==> config.mk <==
export PLATFORM = sky130hd
export DESIGN_NAME = dps_top
export DESIGN_NICKNAME = d
export VERILOG_FILES = /design/src/dps_pkg.sv /design/src/dps_sync.sv /design/src/dps_top.sv /design/src/dps_torque_det.sv
export SDC_FILE = /design/constraint.sdc
export NUM_CORES = 1
export LEC_CHECK = 0
export BUFFER_PORTS_ARGS = -buffer_cell sky130_fd_sc_hd__buf_2
export CELL_PAD_IN_SITES_DETAIL_PLACEMENT = 1
export CELL_PAD_IN_SITES_GLOBAL_PLACEMENT = 1
export CORE_UTILIZATION = 45
export CTS_CLUSTER_SIZE = 8
export DETAILED_ROUTE_END_ITERATION = 6
export MAX_ROUTING_LAYER = met4
export PLACE_DENSITY_LB_ADDON = 0.1
export REMOVE_ABC_BUFFERS = 1
export SLEW_MARGIN = 0
export SYNTH_ARGS = -nofsm -noshare
export SYNTH_HDL_FRONTEND = slang
export SYNTH_SLANG_ARGS = --single-unit
==> constraint.sdc <==
create_clock -name clk_i -period 3.8 [get_ports clk_i]
set_input_delay 0.38 -clock clk_i [delete_from_list [all_inputs] [get_ports clk_i]]
set_output_delay 0.38 -clock clk_i [all_outputs]
set_load 0.05 [all_outputs]
==> src/dps_pkg.sv <==
// constants shared by the drive protection supervisor
// assumes a 250 MHz system clock and an APB register port
// Operation
// - overload stop response: latch overload fault
// - overload continue response: alarm while overloaded
// - voltage regulation: 0 enables, 1 disables
// - input phase loss trips output and contact
// - input loss ignored below 30% current
// - output phase loss trips output and contact
// - output loss ignored below 10% current
// - over-torque select: off, at-speed, running
// - over-torque: above level for set time
// - over-torque action: decel, alarm, coast
// - low-torque select: off, at-speed, running
// - low-torque: below level for set time
// - low-torque action: decel, alarm, coast
// - scaling: current in V/f, torque in vector
// - relay shows torque detection at code 12/25
// - earth leakage over 50%: coast and contact
// - external fault action: decel, coast, continue
// - external fault watched always or when running
package dps_pkg;
  // ----------------------------------------------------------------
  // register map
  // ----------------------------------------------------------------
  localparam logic [7:0] CFG_OFS = 8'h00;
  localparam logic [7:0] OVT_OFS = 8'h04;
  localparam logic [7:0] LOWT_OFS = 8'h08;
  localparam logic [7:0] RELAY_OFS = 8'h0C;
  localparam logic [7:0] STAT_OFS = 8'h10;
  localparam logic [7:0] CTRL_OFS = 8'h14;
  // cfg fields
  localparam int CFG_OL_CONT = 0;
  localparam int CFG_AVR_DIS = 1;
  localparam int CFG_IPL_EN = 2;
  localparam int CFG_OPL_EN = 3;
  localparam int CFG_GF_EN = 4;
  localparam int CFG_EXT_RUN = 5;
  localparam int CFG_EXT_ACT_LSB = 6;
  localparam int CFG_MODE_LSB = 8;
  localparam logic [9:0] CFG_RST = 10'h000;
  // torque register fields
  localparam int TQ_SEL_LSB = 0;
  localparam int TQ_ACT_LSB = 2;
  localparam int TQ_LVL_LSB = 4;
  localparam int TQ_TIME_LSB = 16;
  localparam logic [22:0] TQ_RST = 23'h000000;
  // relay function fields
  localparam int RLY2_LSB = 8;
  localparam logic [12:0] RELAY_RST = 13'h0000;
  localparam logic [4:0] RLY_FN_TQ_A = 5'h0C;
  localparam logic [4:0] RLY_FN_TQ_B = 5'h19;
  localparam int CTRL_CLR = 0;
  // fault vector bit positions
  localparam int F_OL = 0;
  localparam int F_IPL = 1;
  localparam int F_OPL = 2;
  localparam int F_GF = 3;
  localparam int F_OVT = 4;
  localparam int F_LOWT = 5;
  localparam int F_EXT = 6;
  localparam int NFAULT = 7;
  localparam int STAT_ALM_LSB = 8;
  localparam int STAT_DET_LSB = 12;
  // ----------------------------------------------------------------
  // codes and thresholds
  // ----------------------------------------------------------------
  typedef enum logic [1:0] {DPS_SEL_OFF = 2'b00, DPS_SEL_ATSPD = 2'b01, DPS_SEL_RUN = 2'b10} dps_sel_t;
  typedef enum logic [1:0] {DPS_ACT_DECEL = 2'b00, DPS_ACT_ALARM = 2'b01, DPS_ACT_COAST = 2'b10} dps_act_t;
  typedef enum logic [1:0] {DPS_EXT_DECEL = 2'b00, DPS_EXT_COAST = 2'b01, DPS_EXT_CONT = 2'b10} dps_ext_t;
  typedef enum logic [1:0] {DPS_VF = 2'b00, DPS_VF_ENC = 2'b01, DPS_SLV = 2'b10, DPS_SV = 2'b11} dps_mode_t;
  localparam logic [9:0] IPL_MIN_PCT = 10'h01E;
  localparam logic [9:0] OPL_MIN_PCT = 10'h00A;
  localparam logic [9:0] GF_LIM_PCT = 10'h032;
  // ----------------------------------------------------------------
  // timing: one time step is 0.1 s
  // ----------------------------------------------------------------
  localparam int TICK_MS = 100;
  localparam int CLK_MHZ = 250;
  localparam int TICK_CYC_DEF = TICK_MS * 1000 * CLK_MHZ;
  localparam logic [6:0] TIME_MAX = 7'h64;
endpackage

==> src/dps_sync.sv <==
// two-flop synchroniser for asynchronous pin levels
// assumes inputs are slow levels, not pulses
`timescale 1ns/1ns
module dps_sync #(
  parameter int W = 1
) (
  input wire logic clk_i,
  input wire logic rst_n_i,
  input wire logic [W-1:0] d_i,
  output logic [W-1:0] q_o
);
  logic [W-1:0] meta_reg;
  logic [W-1:0] q_reg;
  always_ff @(posedge clk_i or negedge rst_n_i) begin
    if (!rst_n_i) begin
      meta_reg <= '0;
      q_reg <= '0;
    end else begin
      meta_reg <= d_i;
      q_reg <= meta_reg;
    end
  end
  assign q_o = q_reg;
endmodule // dps_sync

==> src/dps_top.sv <==
// drive protection supervisor: fault latching, stop action, relays
// assumes measurements come from logic on clk_i; fault pins are async
`timescale 1ns/1ns
module dps_top #(
  parameter int TICK_CYC = dps_pkg::TICK_CYC_DEF
) (
  input wire logic clk_i,
  input wire logic rst_n_i,
  // apb slave
  input wire logic psel_i,
  input wire logic penable_i,
  input wire logic pwrite_i,
  input wire logic [7:0] paddr_i,
  input wire logic [31:0] pwdata_i,
  output logic [31:0] prdata_o,
  output logic pready_o,
  output logic pslverr_o,
  // drive state and measurements, same clock
  input wire logic running_i,
  input wire logic at_set_freq_i,
  input wire logic motor_overload_condition_i,
  input wire logic [9:0] out_current_pct_i,
  input wire logic [9:0] motor_torque_pct_i,
  input wire logic [9:0] leakage_pct_i,
  // asynchronous pins
  input wire logic in_phase_loss_i,
  input wire logic out_phase_loss_i,
  input wire logic ext_fault_i,
  input wire logic fault_reset_i,
  // stop control and outputs
  output logic coast_stop_o,
  output logic decel_stop_o,
  output logic fault_contact_o,
  output logic output_voltage_regulation_o,
  output logic relay_output_one_o,
  output logic relay_output_two_o
);
  // ----------------------------------------------------------------
  // pin synchronisation
  // ----------------------------------------------------------------
  logic [3:0] pins_s;
  dps_sync #(.W(4)) u_sync (
    .clk_i(clk_i),
    .rst_n_i(rst_n_i),
    .d_i({fault_reset_i, ext_fault_i, out_phase_loss_i, in_phase_loss_i}),
    .q_o(pins_s)
  );
  wire ipl_s = pins_s[0];
  wire opl_s = pins_s[1];
  wire ext_s = pins_s[2];
  wire rst_req_s = pins_s[3];

  // ----------------------------------------------------------------
  // apb registers
  // ----------------------------------------------------------------
  localparam int NFAULT_W = dps_pkg::NFAULT;
  logic [9:0] cfg_reg;
  logic [22:0] ovt_reg;
  logic [22:0] lowt_reg;
  logic [12:0] relay_reg;
  logic [31:0] prdata_reg;
  logic pready_reg;
  logic pslverr_reg;
  logic rst_req_d_reg;
  logic [NFAULT_W-1:0] fault_reg;
  logic [3:0] alarm_reg;
  logic coast_reg;
  logic decel_reg;
  logic contact_reg;
  logic avr_reg;
  logic rly1_reg;
  logic rly2_reg;

  // one wait state so read data can leave a flop
  wire acc = psel_i & penable_i;
  wire acc_done = acc & pready_reg;
  wire wr_en = acc_done & pwrite_i;
  wire sel_cfg = (paddr_i == dps_pkg::CFG_OFS);
  wire sel_ovt = (paddr_i == dps_pkg::OVT_OFS);
  wire sel_lowt = (paddr_i == dps_pkg::LOWT_OFS);
  wire sel_relay = (paddr_i == dps_pkg::RELAY_OFS);
  wire sel_stat = (paddr_i == dps_pkg::STAT_OFS);
  wire sel_ctrl = (paddr_i == dps_pkg::CTRL_OFS);
  wire mapped = sel_cfg | sel_ovt | sel_lowt | sel_relay | sel_stat | sel_ctrl;
  wire sw_clr = wr_en & sel_ctrl & pwdata_i[dps_pkg::CTRL_CLR];

  wire [9:0] cfg_next = (wr_en && sel_cfg) ? pwdata_i[9:0] : cfg_reg;
  wire [22:0] ovt_next = (wr_en && sel_ovt) ? pwdata_i[22:0] : ovt_reg;
  wire [22:0] lowt_next = (wr_en && sel_lowt) ? pwdata_i[22:0] : lowt_reg;
  wire [12:0] relay_next = (wr_en && sel_relay) ? pwdata_i[12:0] : relay_reg;

  // ----------------------------------------------------------------
  // configuration fields
  // ----------------------------------------------------------------
  wire ol_cont = cfg_reg[dps_pkg::CFG_OL_CONT];
  wire ipl_en = cfg_reg[dps_pkg::CFG_IPL_EN];
  wire opl_en = cfg_reg[dps_pkg::CFG_OPL_EN];
  wire gf_en = cfg_reg[dps_pkg::CFG_GF_EN];
  wire ext_run_only = cfg_reg[dps_pkg::CFG_EXT_RUN];
  wire [1:0] ext_act = cfg_reg[dps_pkg::CFG_EXT_ACT_LSB +: 2];
  wire [1:0] ctrl_mode = cfg_reg[dps_pkg::CFG_MODE_LSB +: 2];
  wire [1:0] ovt_sel = ovt_reg[dps_pkg::TQ_SEL_LSB +: 2];
  wire [1:0] ovt_act = ovt_reg[dps_pkg::TQ_ACT_LSB +: 2];
  wire [1:0] lowt_sel = lowt_reg[dps_pkg::TQ_SEL_LSB +: 2];
  wire [1:0] lowt_act = lowt_reg[dps_pkg::TQ_ACT_LSB +: 2];

  // arming per select code: off, at set frequency, whole run
  function automatic logic arm_of(input logic [1:0] sel, input logic run, input logic at_spd);
    arm_of = (sel == dps_pkg::DPS_SEL_RUN) ? run :
             ((sel == dps_pkg::DPS_SEL_ATSPD) ? (run & at_spd) : 1'b0);
  endfunction

  function automatic logic fn_is_torque(input logic [4:0] fn);
    fn_is_torque = (fn == dps_pkg::RLY_FN_TQ_A) || (fn == dps_pkg::RLY_FN_TQ_B);
  endfunction

  // ----------------------------------------------------------------
  // torque detection
  // ----------------------------------------------------------------
  // vector modes compare motor torque, v/f modes output current
  wire vector_mode = (ctrl_mode == dps_pkg::DPS_SLV) || (ctrl_mode == dps_pkg::DPS_SV);
  wire [9:0] tq_value = vector_mode ? motor_torque_pct_i : out_current_pct_i;
  wire ovt_arm = arm_of(ovt_sel, running_i, at_set_freq_i);
  wire lowt_arm = arm_of(lowt_sel, running_i, at_set_freq_i);
  logic ovt_det;
  logic lowt_det;

  dps_torque_det #(.OVER(1'b1), .TICK_CYC(TICK_CYC)) u_ovt (
    .clk_i(clk_i),
    .rst_n_i(rst_n_i),
    .arm_i(ovt_arm),
    .value_i(tq_value),
    .level_i(ovt_reg[dps_pkg::TQ_LVL_LSB +: 9]),
    .time_i(ovt_reg[dps_pkg::TQ_TIME_LSB +: 7]),
    .detect_o(ovt_det)
  );

  dps_torque_det #(.OVER(1'b0), .TICK_CYC(TICK_CYC)) u_lowt (
    .clk_i(clk_i),
    .rst_n_i(rst_n_i),
    .arm_i(lowt_arm),
    .value_i(tq_value),
    .level_i(lowt_reg[dps_pkg::TQ_LVL_LSB +: 9]),
    .time_i(lowt_reg[dps_pkg::TQ_TIME_LSB +: 7]),
    .detect_o(lowt_det)
  );

  // ----------------------------------------------------------------
  // fault and alarm sources
  // ----------------------------------------------------------------
  wire ext_watch = !ext_run_only || running_i;
  wire ext_active = ext_s & ext_watch;
  logic [NFAULT_W-1:0] fault_set;
  assign fault_set[dps_pkg::F_OL] = motor_overload_condition_i & ~ol_cont;
  assign fault_set[dps_pkg::F_IPL] = ipl_en & ipl_s & (out_current_pct_i >= dps_pkg::IPL_MIN_PCT);
  assign fault_set[dps_pkg::F_OPL] = opl_en & opl_s & (out_current_pct_i >= dps_pkg::OPL_MIN_PCT);
  assign fault_set[dps_pkg::F_GF] = gf_en & (leakage_pct_i > dps_pkg::GF_LIM_PCT);
  assign fault_set[dps_pkg::F_OVT] = ovt_det & (ovt_act != dps_pkg::DPS_ACT_ALARM);
  assign fault_set[dps_pkg::F_LOWT] = lowt_det & (lowt_act != dps_pkg::DPS_ACT_ALARM);
  assign fault_set[dps_pkg::F_EXT] = ext_active & (ext_act != dps_pkg::DPS_EXT_CONT);

  // reset request acts on its rising edge only, so a held input cannot mask a new trip
  wire fault_clr = (rst_req_s & ~rst_req_d_reg) | sw_clr;
  // a trip in the clearing cycle wins
  wire [NFAULT_W-1:0] fault_next = fault_set | (fault_reg & ~{NFAULT_W{fault_clr}});

  // which latched faults coast; the rest decelerate
  logic [NFAULT_W-1:0] coast_mask;
  assign coast_mask[dps_pkg::F_OL] = 1'b1;
  assign coast_mask[dps_pkg::F_IPL] = 1'b1;
  assign coast_mask[dps_pkg::F_OPL] = 1'b1;
  assign coast_mask[dps_pkg::F_GF] = 1'b1;
  assign coast_mask[dps_pkg::F_OVT] = (ovt_act == dps_pkg::DPS_ACT_COAST);
  assign coast_mask[dps_pkg::F_LOWT] = (lowt_act == dps_pkg::DPS_ACT_COAST);
  assign coast_mask[dps_pkg::F_EXT] = (ext_act == dps_pkg::DPS_EXT_COAST);
  wire coast_next = |(fault_next & coast_mask);
  wire decel_next = |(fault_next & ~coast_mask) & ~coast_next;
  wire contact_next = |fault_next;

  // alarms follow their condition and need no reset
  wire [3:0] alarm_next = {ext_active & (ext_act == dps_pkg::DPS_EXT_CONT),
                           lowt_det & (lowt_act == dps_pkg::DPS_ACT_ALARM),
                           ovt_det & (ovt_act == dps_pkg::DPS_ACT_ALARM),
                           motor_overload_condition_i & ol_cont};
  wire tq_status = ovt_det | lowt_det;
  wire rly1_next = fn_is_torque(relay_reg[4:0]) & tq_status;
  wire rly2_next = fn_is_torque(relay_reg[dps_pkg::RLY2_LSB +: 5]) & tq_status;
  wire avr_next = ~cfg_reg[dps_pkg::CFG_AVR_DIS];

  // ----------------------------------------------------------------
  // read mux
  // ----------------------------------------------------------------
  wire [31:0] stat_word = {18'h00000, lowt_det, ovt_det, alarm_reg, 1'b0, fault_reg};
  wire [31:0] rd_word = sel_cfg ? {22'h000000, cfg_reg} :
                        sel_ovt ? {9'h000, ovt_reg} :
                        sel_lowt ? {9'h000, lowt_reg} :
                        sel_relay ? {19'h00000, relay_reg} :
                        sel_stat ? stat_word : 32'h00000000;

  // ----------------------------------------------------------------
  // state
  // ----------------------------------------------------------------
  always_ff @(posedge clk_i or negedge rst_n_i) begin
    if (!rst_n_i) begin
      cfg_reg <= dps_pkg::CFG_RST;
      ovt_reg <= dps_pkg::TQ_RST;
      lowt_reg <= dps_pkg::TQ_RST;
      relay_reg <= dps_pkg::RELAY_RST;
      prdata_reg <= '0;
      pready_reg <= 1'b0;
      pslverr_reg <= 1'b0;
    end else begin
      cfg_reg <= cfg_next;
      ovt_reg <= ovt_next;
      lowt_reg <= lowt_next;
      relay_reg <= relay_next;
      pready_reg <= acc & ~pready_reg;
      prdata_reg <= (acc && !pready_reg && !pwrite_i) ? rd_word : 32'h00000000;
      pslverr_reg <= acc & ~pready_reg & ~mapped;
    end
  end

  always_ff @(posedge clk_i or negedge rst_n_i) begin
    if (!rst_n_i) begin
      rst_req_d_reg <= 1'b0;
      fault_reg <= '0;
      alarm_reg <= '0;
      coast_reg <= 1'b0;
      decel_reg <= 1'b0;
      contact_reg <= 1'b0;
    end else begin
      rst_req_d_reg <= rst_req_s;
      fault_reg <= fault_next;
      alarm_reg <= alarm_next;
      coast_reg <= coast_next;
      decel_reg <= decel_next;
      contact_reg <= contact_next;
    end
  end

  always_ff @(posedge clk_i or negedge rst_n_i) begin
    if (!rst_n_i) begin
      avr_reg <= 1'b1;
      rly1_reg <= 1'b0;
      rly2_reg <= 1'b0;
    end else begin
      avr_reg <= avr_next;
      rly1_reg <= rly1_next;
      rly2_reg <= rly2_next;
    end
  end

  assign prdata_o = prdata_reg;
  assign pready_o = pready_reg;
  assign pslverr_o = pslverr_reg;
  assign coast_stop_o = coast_reg;
  assign decel_stop_o = decel_reg;
  assign fault_contact_o = contact_reg;
  assign output_voltage_regulation_o = avr_reg;
  assign relay_output_one_o = rly1_reg;
  assign relay_output_two_o = rly2_reg;

  // ----------------------------------------------------------------
  // checks
  // ----------------------------------------------------------------
  a_ol_stop_trip: assert property (@(posedge clk_i) disable iff (!rst_n_i)
    motor_overload_condition_i && !ol_cont |=> fault_reg[dps_pkg::F_OL] && coast_stop_o)
    else $error("overload in stop response did not trip");
  a_ol_cont_alarm: assert property (@(posedge clk_i) disable iff (!rst_n_i)
    ol_cont |=> alarm_reg[0] == $past(motor_overload_condition_i) && !fault_reg[dps_pkg::F_OL] ||
    $past(fault_reg[dps_pkg::F_OL]))
    else $error("overload alarm does not follow the condition");
  a_avr_follow: assert property (@(posedge clk_i) disable iff (!rst_n_i)
    ##1 output_voltage_regulation_o == !$past(cfg_reg[dps_pkg::CFG_AVR_DIS]))
    else $error("voltage regulation output wrong");
  a_ipl_trip: assert property (@(posedge clk_i) disable iff (!rst_n_i)
    ipl_en && ipl_s && out_current_pct_i >= dps_pkg::IPL_MIN_PCT |=> fault_contact_o && coast_stop_o)
    else $error("input phase loss did not trip");
  a_ipl_low_cur: assert property (@(posedge clk_i) disable iff (!rst_n_i)
    out_current_pct_i < dps_pkg::IPL_MIN_PCT && !fault_reg[dps_pkg::F_IPL] |=> !fault_reg[dps_pkg::F_IPL])
    else $error("input phase loss detected at low current");
  a_opl_low_cur: assert property (@(posedge clk_i) disable iff (!rst_n_i)
    out_current_pct_i < dps_pkg::OPL_MIN_PCT && !fault_reg[dps_pkg::F_OPL] |=> !fault_reg[dps_pkg::F_OPL])
    else $error("output phase loss detected at low current");
  a_gf_trip: assert property (@(posedge clk_i) disable iff (!rst_n_i)
    gf_en && leakage_pct_i > dps_pkg::GF_LIM_PCT |=> coast_stop_o && fault_contact_o)
    else $error("earth leakage did not coast and trip");
  a_fault_hold: assert property (@(posedge clk_i) disable iff (!rst_n_i)
    fault_reg != '0 && !fault_clr |=> (fault_reg & $past(fault_reg)) == $past(fault_reg))
    else $error("latched fault dropped without reset");
  a_ext_cont: assert property (@(posedge clk_i) disable iff (!rst_n_i)
    ext_act == dps_pkg::DPS_EXT_CONT && !fault_reg[dps_pkg::F_EXT] |=> !fault_reg[dps_pkg::F_EXT])
    else $error("continue response latched an external fault");
  a_relay_torque: assert property (@(posedge clk_i) disable iff (!rst_n_i)
    fn_is_torque(relay_reg[4:0]) && tq_status |=> relay_output_one_o)
    else $error("relay one missed torque detection");
endmodule // dps_top

==> src/dps_torque_det.sv <==
// torque excursion qualifier: above or below a level for a time
// assumes value and level share one percent scale, same clock
`timescale 1ns/1ns
module dps_torque_det #(
  parameter bit OVER = 1'b1,
  parameter int TICK_CYC = dps_pkg::TICK_CYC_DEF
) (
  input wire logic clk_i,
  input wire logic rst_n_i,
  // qualification
  input wire logic arm_i,
  input wire logic [9:0] value_i,
  input wire logic [8:0] level_i,
  input wire logic [6:0] time_i,
  // result
  output logic detect_o
);
  logic [24:0] cyc_reg;
  logic [6:0] tick_reg;
  logic detect_reg;
  wire excursion = OVER ? (value_i > {1'b0, level_i}) : (value_i < {1'b0, level_i});
  wire qual = arm_i & excursion;
  wire tick_done = (cyc_reg == 25'(TICK_CYC - 1));
  wire tick_sat = (tick_reg == dps_pkg::TIME_MAX);
  // any return across the level restarts both counters
  wire [24:0] cyc_next = (!qual || tick_done) ? 25'h0000000 : cyc_reg + 25'h0000001;
  wire [6:0] tick_next = !qual ? 7'h00 : ((tick_done && !tick_sat) ? tick_reg + 7'h01 : tick_reg);
  wire detect_next = qual & (tick_reg >= time_i);
  always_ff @(posedge clk_i or negedge rst_n_i) begin
    if (!rst_n_i) begin
      cyc_reg <= '0;
      tick_reg <= '0;
      detect_reg <= 1'b0;
    end else begin
      cyc_reg <= cyc_next;
      tick_reg <= tick_next;
      detect_reg <= detect_next;
    end
  end
  assign detect_o = detect_reg;

  a_det_restart: assert property (@(posedge clk_i) disable iff (!rst_n_i)
    !qual |=> !detect_o && tick_reg == 7'h00)
    else $error("detector did not restart after the excursion ended");
  a_det_zero_time: assert property (@(posedge clk_i) disable iff (!rst_n_i)
    qual && time_i == 7'h00 |=> detect_o)
    else $error("zero qualifying time did not detect at once");
  a_det_needs_time: assert property (@(posedge clk_i) disable iff (!rst_n_i)
    $rose(detect_o) |-> $past(tick_reg) >= $past(time_i))
    else $error("detection before the qualifying time");
endmodule // dps_torque_det

# --- Word-level counts from Yosys, hierarchy flattened ---
# Index checks and enable logic that the tools add are counted.
totals:
  out_inout_bits: 40
  latch_bits: 0
  regBits: 186
  rom_bits: 0
  elab_cells: 156
  input_bits: 82
  n_memories: 0
  ram_bits: 0
op_classes:
  eq_ne: 30
  add_sub_neg: 4
  n_mux: 17
  bitwise_logic: 49
  magnitude_cmp: 7
  mul: 0
  n_reduce_logical: 25
  n_shift: 0
  n_div: 0
ops:
  columns: ["op", "count"]
  rows:
  - ["$mux 23", 4]
  - ["$add 25x1->25 const B", 2]
  - ["$eq 25x25->1 const B", 2]
  - ["$mux 25", 2]
  - ["$and 1x1->1", 30]
  - ["$mux 14", 2]
  - ["$mux 7", 4]
  - ["$and 7x7->7", 3]
  - ["$reduce_or 7->1", 3]
  - ["$eq 8x4->1 const B", 2]
  - ["$eq 8x5->1 const B", 2]
  - ["$add 7x1->7 const B", 2]
  - ["$eq 2x2->1 const B", 7]
  - ["$eq 7x7->1 const B", 2]
  - ["$ge 7x7->1", 2]
  - ["$not 7->7", 2]
  - ["$eq 2x1->1 const B", 5]
  - ["$eq 5x4->1 const B", 2]
  - ["$eq 5x5->1 const B", 2]
  - ["$ge 10x4->1 const B", 1]
  - ["$ge 10x5->1 const B", 1]
  - ["$gt 10x6->1 const B", 1]
  - ["$gt 10x9->1", 1]
  - ["$lt 10x9->1", 1]
  - ["12 further kinds", 47]

# --- Depth between registers and ports, before layout ---
# Gate-level depths: netlist of run 1.
logic_depth:
  word_depth: 13
  mapped_depth: 10
  mapped_depth_nobuf: 8

# --- Cells and area by module ---
# Synthesis of run 1 repeated with hierarchy kept, for this count alone.
hier_totals:
  hier_cells: 862
  area_unflattened_um2: 9395.3
by_module_without_submodules:
  columns: ["module", "seq_area_each_um2", "area_per_inst_um2", "n_inst", "cells_each"]
  rows:
  - ["dps_top", 2803.9, 5034.8, 1, 410]
  - ["dps_torque_det (u_ovt)", 825.8, 2103.3, 1, 228]
  - ["dps_torque_det (u_lowt)", 825.8, 2057.0, 1, 216]
  - ["dps_sync", 200.2, 200.2, 1, 8]

# --- Worst setup path before layout of run 1 ---
# Ideal clock, no wire load.
synth_timing:
  kind: "reg2reg"
  start: "register cfg_reg[9]"
  end: "register u_lowt.cyc_reg[0]"
  period_less_slack_ns: 2.603
  setup_ns: 0.135
  path_buffers: 2
  stages_incl_launch_ff: 10
  required_ns: 3.665
  slack_ns: 1.197
  arrival_time_ns: 2.468
  cell_sequence: "dfrtp_1 clkbuf_1 mux2_2 ha_1 o21ai_0 a31oi_1 a2111oi_0 o31ai_1 clkbuf_1 nor3b_1"
synth_between:
  elab_chain_len: 8
  elab_cells_between_ends: 9
  cone_classes: "1 x order compare; 2 x eq/ne; 2 x mux; 1 x bitwise; 3 x reduce/logical"
synth_rtl:
  columns: ["item", "line", "rtl"]
  rows:
  - ["start, declared", "dps_top.sv:57", "logic [9:0] cfg_reg;"]
  - ["start signal, assigned", "dps_top.sv:205", "cfg_reg <= dps_pkg::CFG_RST;"]
  - ["start signal, assigned", "dps_top.sv:213", "cfg_reg <= cfg_next;"]
  - ["$eq 2x2->1", "dps_top.sv:121", "wire vector_mode = (ctrl_mode == dps_pkg::DPS_SLV) || (ctrl_mode == dps_pkg::DPS_SV);"]
  - ["$logic_or 1x1->1 (*)", "dps_top.sv:121", null]
  - ["$mux 10 (*)", "dps_top.sv:122", "wire [9:0] tq_value = vector_mode ? motor_torque_pct_i : out_current_pct_i;"]
  - ["$lt 10x9->1 (*)", "dps_torque_det.sv:21", "wire excursion = OVER ? (value_i > {1'b0, level_i}) : (value_i < {1'b0, level_i});"]
  - ["$and 1x1->1 (*)", "dps_torque_det.sv:22", "wire qual = arm_i & excursion;"]
  - ["$logic_not 1->1 (*)", "dps_torque_det.sv:26", "wire [24:0] cyc_next = (!qual || tick_done) ? 25'h0000000 : cyc_reg + 25'h0000001;"]
  - ["$logic_or 1x1->1 (*)", "dps_torque_det.sv:26", null]
  - ["$mux 25 (*)", "dps_torque_det.sv:26", null]
  - ["net u_lowt.cyc_next[0]", "dps_torque_det.sv:26", null]
  - ["end signal, assigned", "dps_torque_det.sv:35", "cyc_reg <= cyc_next;"]
  - ["end, declared", "dps_torque_det.sv:18", "logic [24:0] cyc_reg;"]
# The timed path passes the listed nets; every way through them passes the cells marked *.
# A chain may end at the register's enable or synchronous reset.

# --- Worst setup path in the final report of run 1 ---
layout_timing:
  start: "register cfg_reg[9]"
  end: "register u_lowt.cyc_reg[21]"
# The elaborated chain is that of the path after synthesis.

==> results of run 1 <==
==> cells by family (layout without fill, tap and decap cells) <==
| family | after synthesis | after routing | share of synthesized area [%] |
|---|---|---|---|
| simple gates | 319 | 319 | 18.9 |
| mux | 72 | 72 | 8.48 |
| buf+inv | 98 | 194 | 4.51 |
| compound gates | 132 | 132 | 9.14 |
| flops | 186 | 186 | 49.4 |
| xor+xnor | 49 | 49 | 4.55 |
| other cells | 1 | 10 | 0.0398 |
| fa+ha+maj | 37 | 37 | 4.91 |
==> synth_stat cells (all sizes together) (9+ instances only) <==
master / n / area (um^2)
or4: 10 / 90.1
dfrtp: 185 / 4630
clkbuf: 25 / 93.8
nand4: 14 / 87.6
ha: 37 / 463
nor3: 17 / 96.4
nor2: 70 / 265
a21oi: 33 / 165
o21ai: 34 / 170
xnor2: 45 / 394
nor3b: 28 / 210
or3: 9 / 56.3
nor2b: 9 / 56.3
inv: 50 / 188
nand2b: 10 / 62.6
nand2: 66 / 255
buf: 23 / 144
nand3: 26 / 130
a22oi: 11 / 82.6
mux2i: 9 / 90.1
nor4: 21 / 176
mux2: 63 / 709
==> worst register-to-register path: stages (launching register included) <==
cell and delay (ns):
sky130_fd_sc_hd__dfrtp_1 0.69, sky130_fd_sc_hd__mux2_2 0.44, sky130_fd_sc_hd__ha_1 0.28, sky130_fd_sc_hd__o21ai_0 0.15, sky130_fd_sc_hd__a31oi_1 0.06, sky130_fd_sc_hd__a2111oi_0 0.80, sky130_fd_sc_hd__o31ai_4 0.11, sky130_fd_sc_hd__buf_4 0.28
sky130_fd_sc_hd__nor3b_1 0.28
==> how the worst max path moves through the flow <==
| stage | start | to | slack (ns) | cells after the start |
|---|---|---|---|---|
| finish | cfg_reg[9]$_DFFE_PN0P_ | u_lowt.cyc_reg[21]$_DFF_PN0_ | 0.63 | 8 |
| global route | cfg_reg[9]$_DFFE_PN0P_ | u_lowt.cyc_reg[11]$_DFF_PN0_ | 0.40 | 8 |
| CTS | cfg_reg[9]$_DFFE_PN0P_ | u_lowt.cyc_reg[21]$_DFF_PN0_ | 0.58 | 8 |
| detailed placement | cfg_reg[9]$_DFFE_PN0P_ | u_lowt.cyc_reg[21]$_DFF_PN0_ | 0.70 | 8 |
| global placement | cfg_reg[9]$_DFFE_PN0P_ | u_lowt.cyc_reg[22]$_DFF_PN0_ | 0.77 | 8 |
| floorplan | cfg_reg[9]$_DFFE_PN0P_ | u_lowt.tick_reg[2]$_DFFE_PN0P_ | 0.06 | 7 |
==> area by class of cell <==
cell class,instances,area [um^2],share of cell area (%)
repair buffers,112,604,5.62
clock buffers,17,425,3.96
multi-input cells,618,4390,40.8
flip-flops and latches,186,4660,43.3
well taps,270,338,3.14
inverters,50,188,1.75
clock inverters,15,150,1.40
diodes,1,2.50,0.0233
==> per-layer routing <==
metal  up-vias  track usage, %
met5         -               -
met4         0            7.34
met2       129            39.1
met1      3579            32.0
met3        27            4.04
li1       3351               -
==> report_power, final <==
group	leakage [nW]	switching, W	internal (W)
Combinational	2.01	0.000145	0.0000622
Sequential	2.48	0.00000729	0.00199
Clock	0.281	0.000853	0.000878
Total	4.78	0.00101	0.00293
==> through the flow <==
| stage | total power, W | cells |
|---|---|---|
| 2_1_floorplan | 0.00212 | 854 |
| 3_3_place_gp | 0.00224 | 1236 |
| 3_5_place_dp | 0.00225 | 1236 |
| 4_1_cts | 0.00400 | 1268 |
| 5_1_grt | 0.00410 | 1269 |
| 6_report | 0.00394 | 1269 |
==> results.rst, run 1 <==
.. list-table::
   :header-rows: 1

   * - Metric
     - Value
   * - Run status
     - complete, no violations
   * - Number of max-slew violations in the final report
     - 0
   * - Post-route DRC violation count
     - 0
   * - Time the worst path needs with I/O delays and setup
     - roughly 3.2 ns
   * - Max Clock Skew
     - roughly 0.009 ns
   * - Post_cts resized
     - 0
   * - Vias in the first global route
     - between 7000 and 8000
   * - Vias per cell
     - ~5.6
   * - Bufs and invs on worst path
     - 1
   * - Fill cells
     - 2266
   * - Total CTS buffers
     - 17
   * - Max-capacitance violation count
     - 0
   * - H-tree depth reported by CTS
     - 4
   * - Average instance area after synthesis
     - ~11 um^2
   * - Top routing layer in use
     - met4
   * - Fin Setup TNS
     - 0 ns
   * - Minimum setup slack after placement
     - approximately 0.70 ns
   * - Worst reg2reg path depth
     - 8
   * - Quantity of hold-fixing buffers added after cts
     - 0
   * - Largest net degree at the start of global routing
     - 97
   * - Clock latency on the worst-skew pair
     - about 0.43 ns
   * - Setup slack on the worst flop-to-flop path
     - around 0.63 ns
   * - Final-layout worst hold slack
     - 0.0195 ns
   * - Clock Sinks
     - around 190
   * - Clock slew at the register clock pins of the worst setup and hold paths
     - 0.08 ns
   * - Synth Flop Type
     - sky130_fd_sc_hd__dfrtp_1
   * - Detailed-routing iteration count for the pre-antenna-repair pass
     - 4
   * - Total number of vias
     - between 7000 and 8000
   * - Most common cell after layout, fill and taps aside
     - sky130_fd_sc_hd__dfrtp_1
   * - Post-CTS setup buffers
     - 0
   * - Final number of setup-violating endpoints
     - 0
   * - Slew Limit Headroom
     - a little under 40%
   * - Area growth from synthesis to final layout
     - 14.1%
   * - Hpwl dp
     - approximately 17 mm
   * - Number of flops mapped to enable cells by yosys
     - 0
   * - Final core utilization
     - 52.8%
   * - Worst setup margin
     - approximately 0.63 ns
   * - Fin. Hold Viols
     - 0
   * - Post-synthesis register bit count
     - about 190
   * - PortBufs
     - 103
   * - Yosys synthesis warning count
     - 0
   * - Amount of wire on met3 after detailed routing
     - 814 um
   * - Share of the cycle needed by the critical path after routing
     - between 80 and 90%
   * - Most frequent cells in the layout
     - sky130_fd_sc_hd__dfrtp_1, sky130_fd_sc_hd__buf_2, sky130_fd_sc_hd__nor2_1, sky130_fd_sc_hd__nand2_1, sky130_fd_sc_hd__mux2_1
   * - Clock tree buffer depth
     - 2
   * - Number of violations reported at the end of detailed-routing iteration 0
     - between 400 and 500
   * - Final instance area
     - 10700 um^2
   * - Largest stage delay on the critical path
     - roughly 0.80 ns
   * - Total gr overflow
     - 0
   * - Unrepaired setup endpoints after global routing
     - false
   * - Boundary Pins
     - 122
   * - CTS tree
     - built
   * - Wire length of the first global-routing pass
     - around 40 mm
   * - Largest fanout on the critical path
     - 33
   * - Root buf cell
     - sky130_fd_sc_hd__clkbuf_16
   * - Launch instance of the worst register-to-register path
     - cfg_reg[9]$_DFFE_PN0P_
   * - Sort of element at the start of the critical path
     - flip-flop
   * - Met2 routed wirelength
     - ~11 mm
   * - Fraction of layout instances using a drive strength above 1
     - between 10% and 20%
   * - Worst Path Required
     - approximately 4.1 ns
   * - Leakage power total
     - around 4.8 nW
   * - DIE HEIGHT
     - between 100 and 150 um
   * - Standard-cell row count
     - 52
   * - Antenna-violating nets left
     - 0
   * - Worst path cell trace
     - mux2_2 > ha_1 > o21ai_0 > a31oi_1 > a2111oi_0 > o31ai_4 > buf_4 > nor3b_1
   * - Placeable core area
     - between 20000 and 25000 um^2
   * - Sequential fraction of the synthesis area
     - about half
   * - Post-detailed-route wirelength per cell
     - ~19 um
   * - RD Place Congestion
     - 0.850
   * - Transition time of the tightest slew-check pin
     - a little under 0.9 ns
   * - Capturing element type of the critical path
     - flip-flop
   * - Number of antenna violations at the first check in global routing
     - 1
   * - Routed wire length
     - ~24 mm
   * - Power density over the cells
     - around 370 nW/um^2
   * - Path type of the worst min-delay path
     - in -> async
   * - Maximum VDD drop
     - 0.000309 V
   * - Worst path slowest cell
     - sky130_fd_sc_hd__a2111oi_0
   * - End of the worst register-to-register path
     - u_lowt.cyc_reg[21]$_DFF_PN0_
   * - Total Die Area
     - around 22000 um^2
   * - Top Family by Delay on Critical Path
     - compound AO/OA/AOI/OAI gates
   * - Post-Synthesis Cell Area
     - between 9000 and 10000 um^2
   * - Number of nets at the end of the flow
     - around 1100
   * - Overall track demand over capacity in global routing
     - 24.5%
   * - Critical Setup Path Class
     - reg -> reg
   * - Mapped Cells
     - 894
   * - Initial Util
     - a little under half
   * - Netlist cell types
     - 64
   * - Async SR Flop Fraction
     - 100%
   * - DRT met1 WL
     - ~11 mm
   * - DIE WIDTH
     - 147 um
   * - Data arrival time of the critical path
     - roughly 3.5 ns
   * - Upper clock frequency limit
     - between 0.3 and 0.4 GHz
   * - Cell area after placement
     - approximately 10000 um^2
(Power assumes the default switching activity.)
==> run 2, diff against run 1 <==
Clock period 3.8 ns to 3.3 ns, I/O delays scaled along.
==> run 2 against run 1 <==
  * Combinational power is 19% higher
  * Cell count is 0.79% higher
  * Utilization is 0.41 points higher
  * Via count is 1.3% higher
  * Sequential share of layout area is 0.33 points lower
  * Critical path type unchanged
  * Sequential power is 15% higher
  * Critical endpoint is now u_lowt.cyc_reg[16]$_DFF_PN0_
==> results.rst, run 2 (same netlist as run 1, synthesis figures left out) <==
.. list-table::
   :header-rows: 1

   * - Metric
     - Value
   * - Run status
     - complete, no violations
   * - Routed wire length
     - 24.5 mm (+2.0%)
   * - Overall track demand over capacity in global routing
     - 25.1% (+0.66 points)
   * - Maximum VDD drop
     - 0.000375 V (+21%)
   * - Power density over the cells
     - 421 nW/um^2 (+15%)
   * - Fraction of layout instances using a drive strength above 1
     - 17.4% (+0.43 points)
   * - Worst Path Required
     - 3.65 ns (-0.49 ns)
   * - Boundary Pins
     - 122 (unchanged)
   * - Top Family by Delay on Critical Path
     - compound AO/OA/AOI/OAI gates
   * - Largest net degree at the start of global routing
     - 66 (-32%)
   * - Final instance count without filler cells
     - 1279 (+0.79%)
   * - Worst path slowest cell
     - sky130_fd_sc_hd__a2111oi_0
   * - Post-detailed-route wirelength per cell
     - 19.2 um (+1.2%)
   * - Number of nets at the end of the flow
     - 1114 (+0.91%)
   * - Max Clock Skew
     - 0.0188 ns (+0.00980 ns)
   * - Post_cts resized
     - 0 (unchanged)
   * - Clock Sinks
     - 186 (unchanged)
   * - Total Die Area
     - 21500 um^2 (unchanged)
   * - Total number of vias
     - 7181 (+1.3%)
   * - Worst setup margin
     - 0.543 ns (-0.0847 ns)
   * - Number of max-slew violations in the final report
     - 0 (unchanged)
   * - Post-CTS setup buffers
     - 0 (unchanged)
   * - Overall power after layout
     - 0.00456 W (+16%)
   * - Final-layout worst hold slack
     - 0.0365 ns (+0.0171 ns)
   * - Area growth from synthesis to final layout
     - 15.0%
   * - Wire length of the first global-routing pass
     - 41.0 mm (+3.2%)
   * - Critical Setup Path Class
     - reg -> reg
   * - Most frequent cells in the layout
     - sky130_fd_sc_hd__dfrtp_1, sky130_fd_sc_hd__buf_2, sky130_fd_sc_hd__nor2_1, sky130_fd_sc_hd__nand2_1, sky130_fd_sc_hd__mux2_1
   * - DIE WIDTH
     - 147 um (unchanged)
   * - Leakage power total
     - 4.82 nW (+0.89%)
   * - Standard-cell row count
     - 52 (unchanged)
   * - H-tree depth reported by CTS
     - 4 (unchanged)
   * - Vias in the first global route
     - 7566 (+3.6%)
   * - Met2 routed wirelength
     - 11.8 mm (+3.1%)
   * - Unrepaired setup endpoints after global routing
     - false
   * - Antenna-violating nets left
     - 0 (unchanged)
   * - Number of violations reported at the end of detailed-routing iteration 0
     - 349 (-13%)
   * - Clock tree buffer depth
     - 2 (unchanged)
   * - Detailed-routing iteration count for the pre-antenna-repair pass
     - 5 (+1)
   * - Share of the cycle needed by the critical path after routing
     - 83.6% (about the same)
   * - Fin. Hold Viols
     - 0 (unchanged)
   * - DRT met1 WL
     - 11.4 mm (+0.18%)
   * - RD Place Congestion
     - 0.853 (+0.32%)
   * - Number of antenna violations at the first check in global routing
     - 1 (unchanged)
   * - Transition time of the tightest slew-check pin
     - 0.731 ns (-0.159 ns)
   * - Clock latency on the worst-skew pair
     - 0.45 ns (+0.02 ns)
   * - Slew Limit Headroom
     - 51.1% (+12 points)
   * - Clock slew at the register clock pins of the worst setup and hold paths
     - 0.07 ns (about the same)
   * - Vias per cell
     - 5.61 (+0.55%)
   * - Placeable core area
     - 20400 um^2 (unchanged)
   * - Root buf cell
     - sky130_fd_sc_hd__clkbuf_16
   * - Fill cells
     - 2297 (+1.4%)
   * - Capturing element type of the critical path
     - flip-flop
   * - Max-capacitance violation count
     - 0 (unchanged)
   * - PortBufs
     - 103 (unchanged)
   * - Final number of setup-violating endpoints
     - 0 (unchanged)
   * - Amount of wire on met3 after detailed routing
     - 893 um (+9.7%)
   * - Total gr overflow
     - 0 (unchanged)
   * - Most used cell along the critical path
     - sky130_fd_sc_hd__buf_4
   * - Sort of element at the start of the critical path
     - flip-flop
   * - Bufs and invs on worst path
     - 2 (+1)
   * - Total CTS buffers
     - 17 (unchanged)
   * - Most common cell after layout, fill and taps aside
     - sky130_fd_sc_hd__dfrtp_1
   * - Post-route DRC violation count
     - 0 (unchanged)
   * - Minimum setup slack after placement
     - 0.565 ns (-0.135 ns)
   * - CTS tree
     - built
   * - Top routing layer in use
     - met4
   * - Largest fanout on the critical path
     - 33 (unchanged)
   * - Hpwl dp
     - 17.5 mm (+1.6%)
   * - Data arrival time of the critical path
     - 3.11 ns (-0.40 ns)
   * - Worst path cell trace
     - mux2_2 > ha_1 > o21ai_0 > a31oi_1 > a2111oi_0 > buf_4 > o31ai_4 > buf_4 > nor3b_1
   * - Initial Util
     - 46.3% (unchanged)
   * - Number of instances in the placed design
     - 1242 (+0.49%)
   * - Path type of the worst min-delay path
     - in -> reg
   * - Upper clock frequency limit
     - 0.363 GHz (+15%)
   * - Time the worst path needs with I/O delays and setup
     - 2.76 ns (-0.415 ns)
   * - Largest stage delay on the critical path
     - 0.48 ns (-0.32 ns)
   * - DIE HEIGHT
     - 147 um (unchanged)
-- run 2: cell types whose count changed in the layout (fill, tap and decap cells not counted), sizes merged --
cell         delta
buf             +6
dlygate4sd3     +4
-- run 2: layout make-up --
cell class / count / area [um^2] / share of cell area [%]
antenna: 1 / 2.50 / 0.0231
clock buffer: 17 / 425 / 3.93
clock inverter: 15 / 148 / 1.36
inverter: 50 / 188 / 1.73
multi-input combinational: 618 / 4390 / 40.5
sequential: 186 / 4660 / 43.0
tap: 270 / 338 / 3.12
timing repair buffer: 122 / 689 / 6.36
-- run 2: report_power, final --
part | total [W] | switching [W] | internal [W]
sequential | 0.00230 | 0.00000828 | 0.00229
combinational | 0.000247 | 0.000170 | 0.0000774
clock | 0.00202 | 0.00101 | 0.00101
total | 0.00456 | 0.00119 | 0.00338
-- run 2: routing by layer --
layer	vias to the layer above	global-route usage (%)
met5	-	-
met4	0	8.28
met3	31	3.98
met2	142	40.4
met1	3627	32.5
li1	3381	-
-- run 2: worst register-to-register path: stages (launching register included) --
cell and delay, ns:
sky130_fd_sc_hd__dfrtp_1 0.47, sky130_fd_sc_hd__mux2_2 0.41, sky130_fd_sc_hd__ha_1 0.28, sky130_fd_sc_hd__o21ai_0 0.17, sky130_fd_sc_hd__a31oi_1 0.06, sky130_fd_sc_hd__a2111oi_0 0.48
sky130_fd_sc_hd__buf_4 0.21, sky130_fd_sc_hd__o31ai_4 0.06, sky130_fd_sc_hd__buf_4 0.27, sky130_fd_sc_hd__nor3b_1 0.26
-- run 2: metrics by stage --
stage          area [um^2]  utilization [%]  TNS [ns]
2_1_floorplan         9220                -    -11.79
3_3_place_gp         10200             50.2         0
3_5_place_dp         10200             50.2         0
4_1_cts              10800             53.2         0
5_1_grt              10800             53.2         0
6_report             10800             53.2         0
-- run 2: path summary, 6_finish.rpt --
| check | from | to | slack, ns | cells after the start |
|---|---|---|---|---|
| max | cfg_reg[9]$_DFFE_PN0P_ | u_lowt.cyc_reg[16]$_DFF_PN0_ | 0.54 | 9 |
| min | ext_fault_i | u_sync.meta_reg[2]$_DFF_PN0_ | 0.04 | 1 |
| max reg2reg | cfg_reg[9]$_DFFE_PN0P_ | u_lowt.cyc_reg[16]$_DFF_PN0_ | 0.54 | 9 |
| min reg2reg | u_sync.meta_reg[1]$_DFF_PN0_ | u_sync.q_o[1]$_DFF_PN0_ | 0.35 | 0 |
| max in group asynchronous | rst_n_i | u_lowt.tick_reg[1]$_DFFE_PN0P_ | 2.07 | 3 |
| min in group asynchronous | rst_n_i | u_sync.q_o[1]$_DFF_PN0_ | 0.34 | 2 |
-- run 2: timing repair --
item / CTS / global route
hold buffers: 4 / 0
endpoints found under the setup margin: 0 / 0
endpoints found under the hold margin: 33 / 0
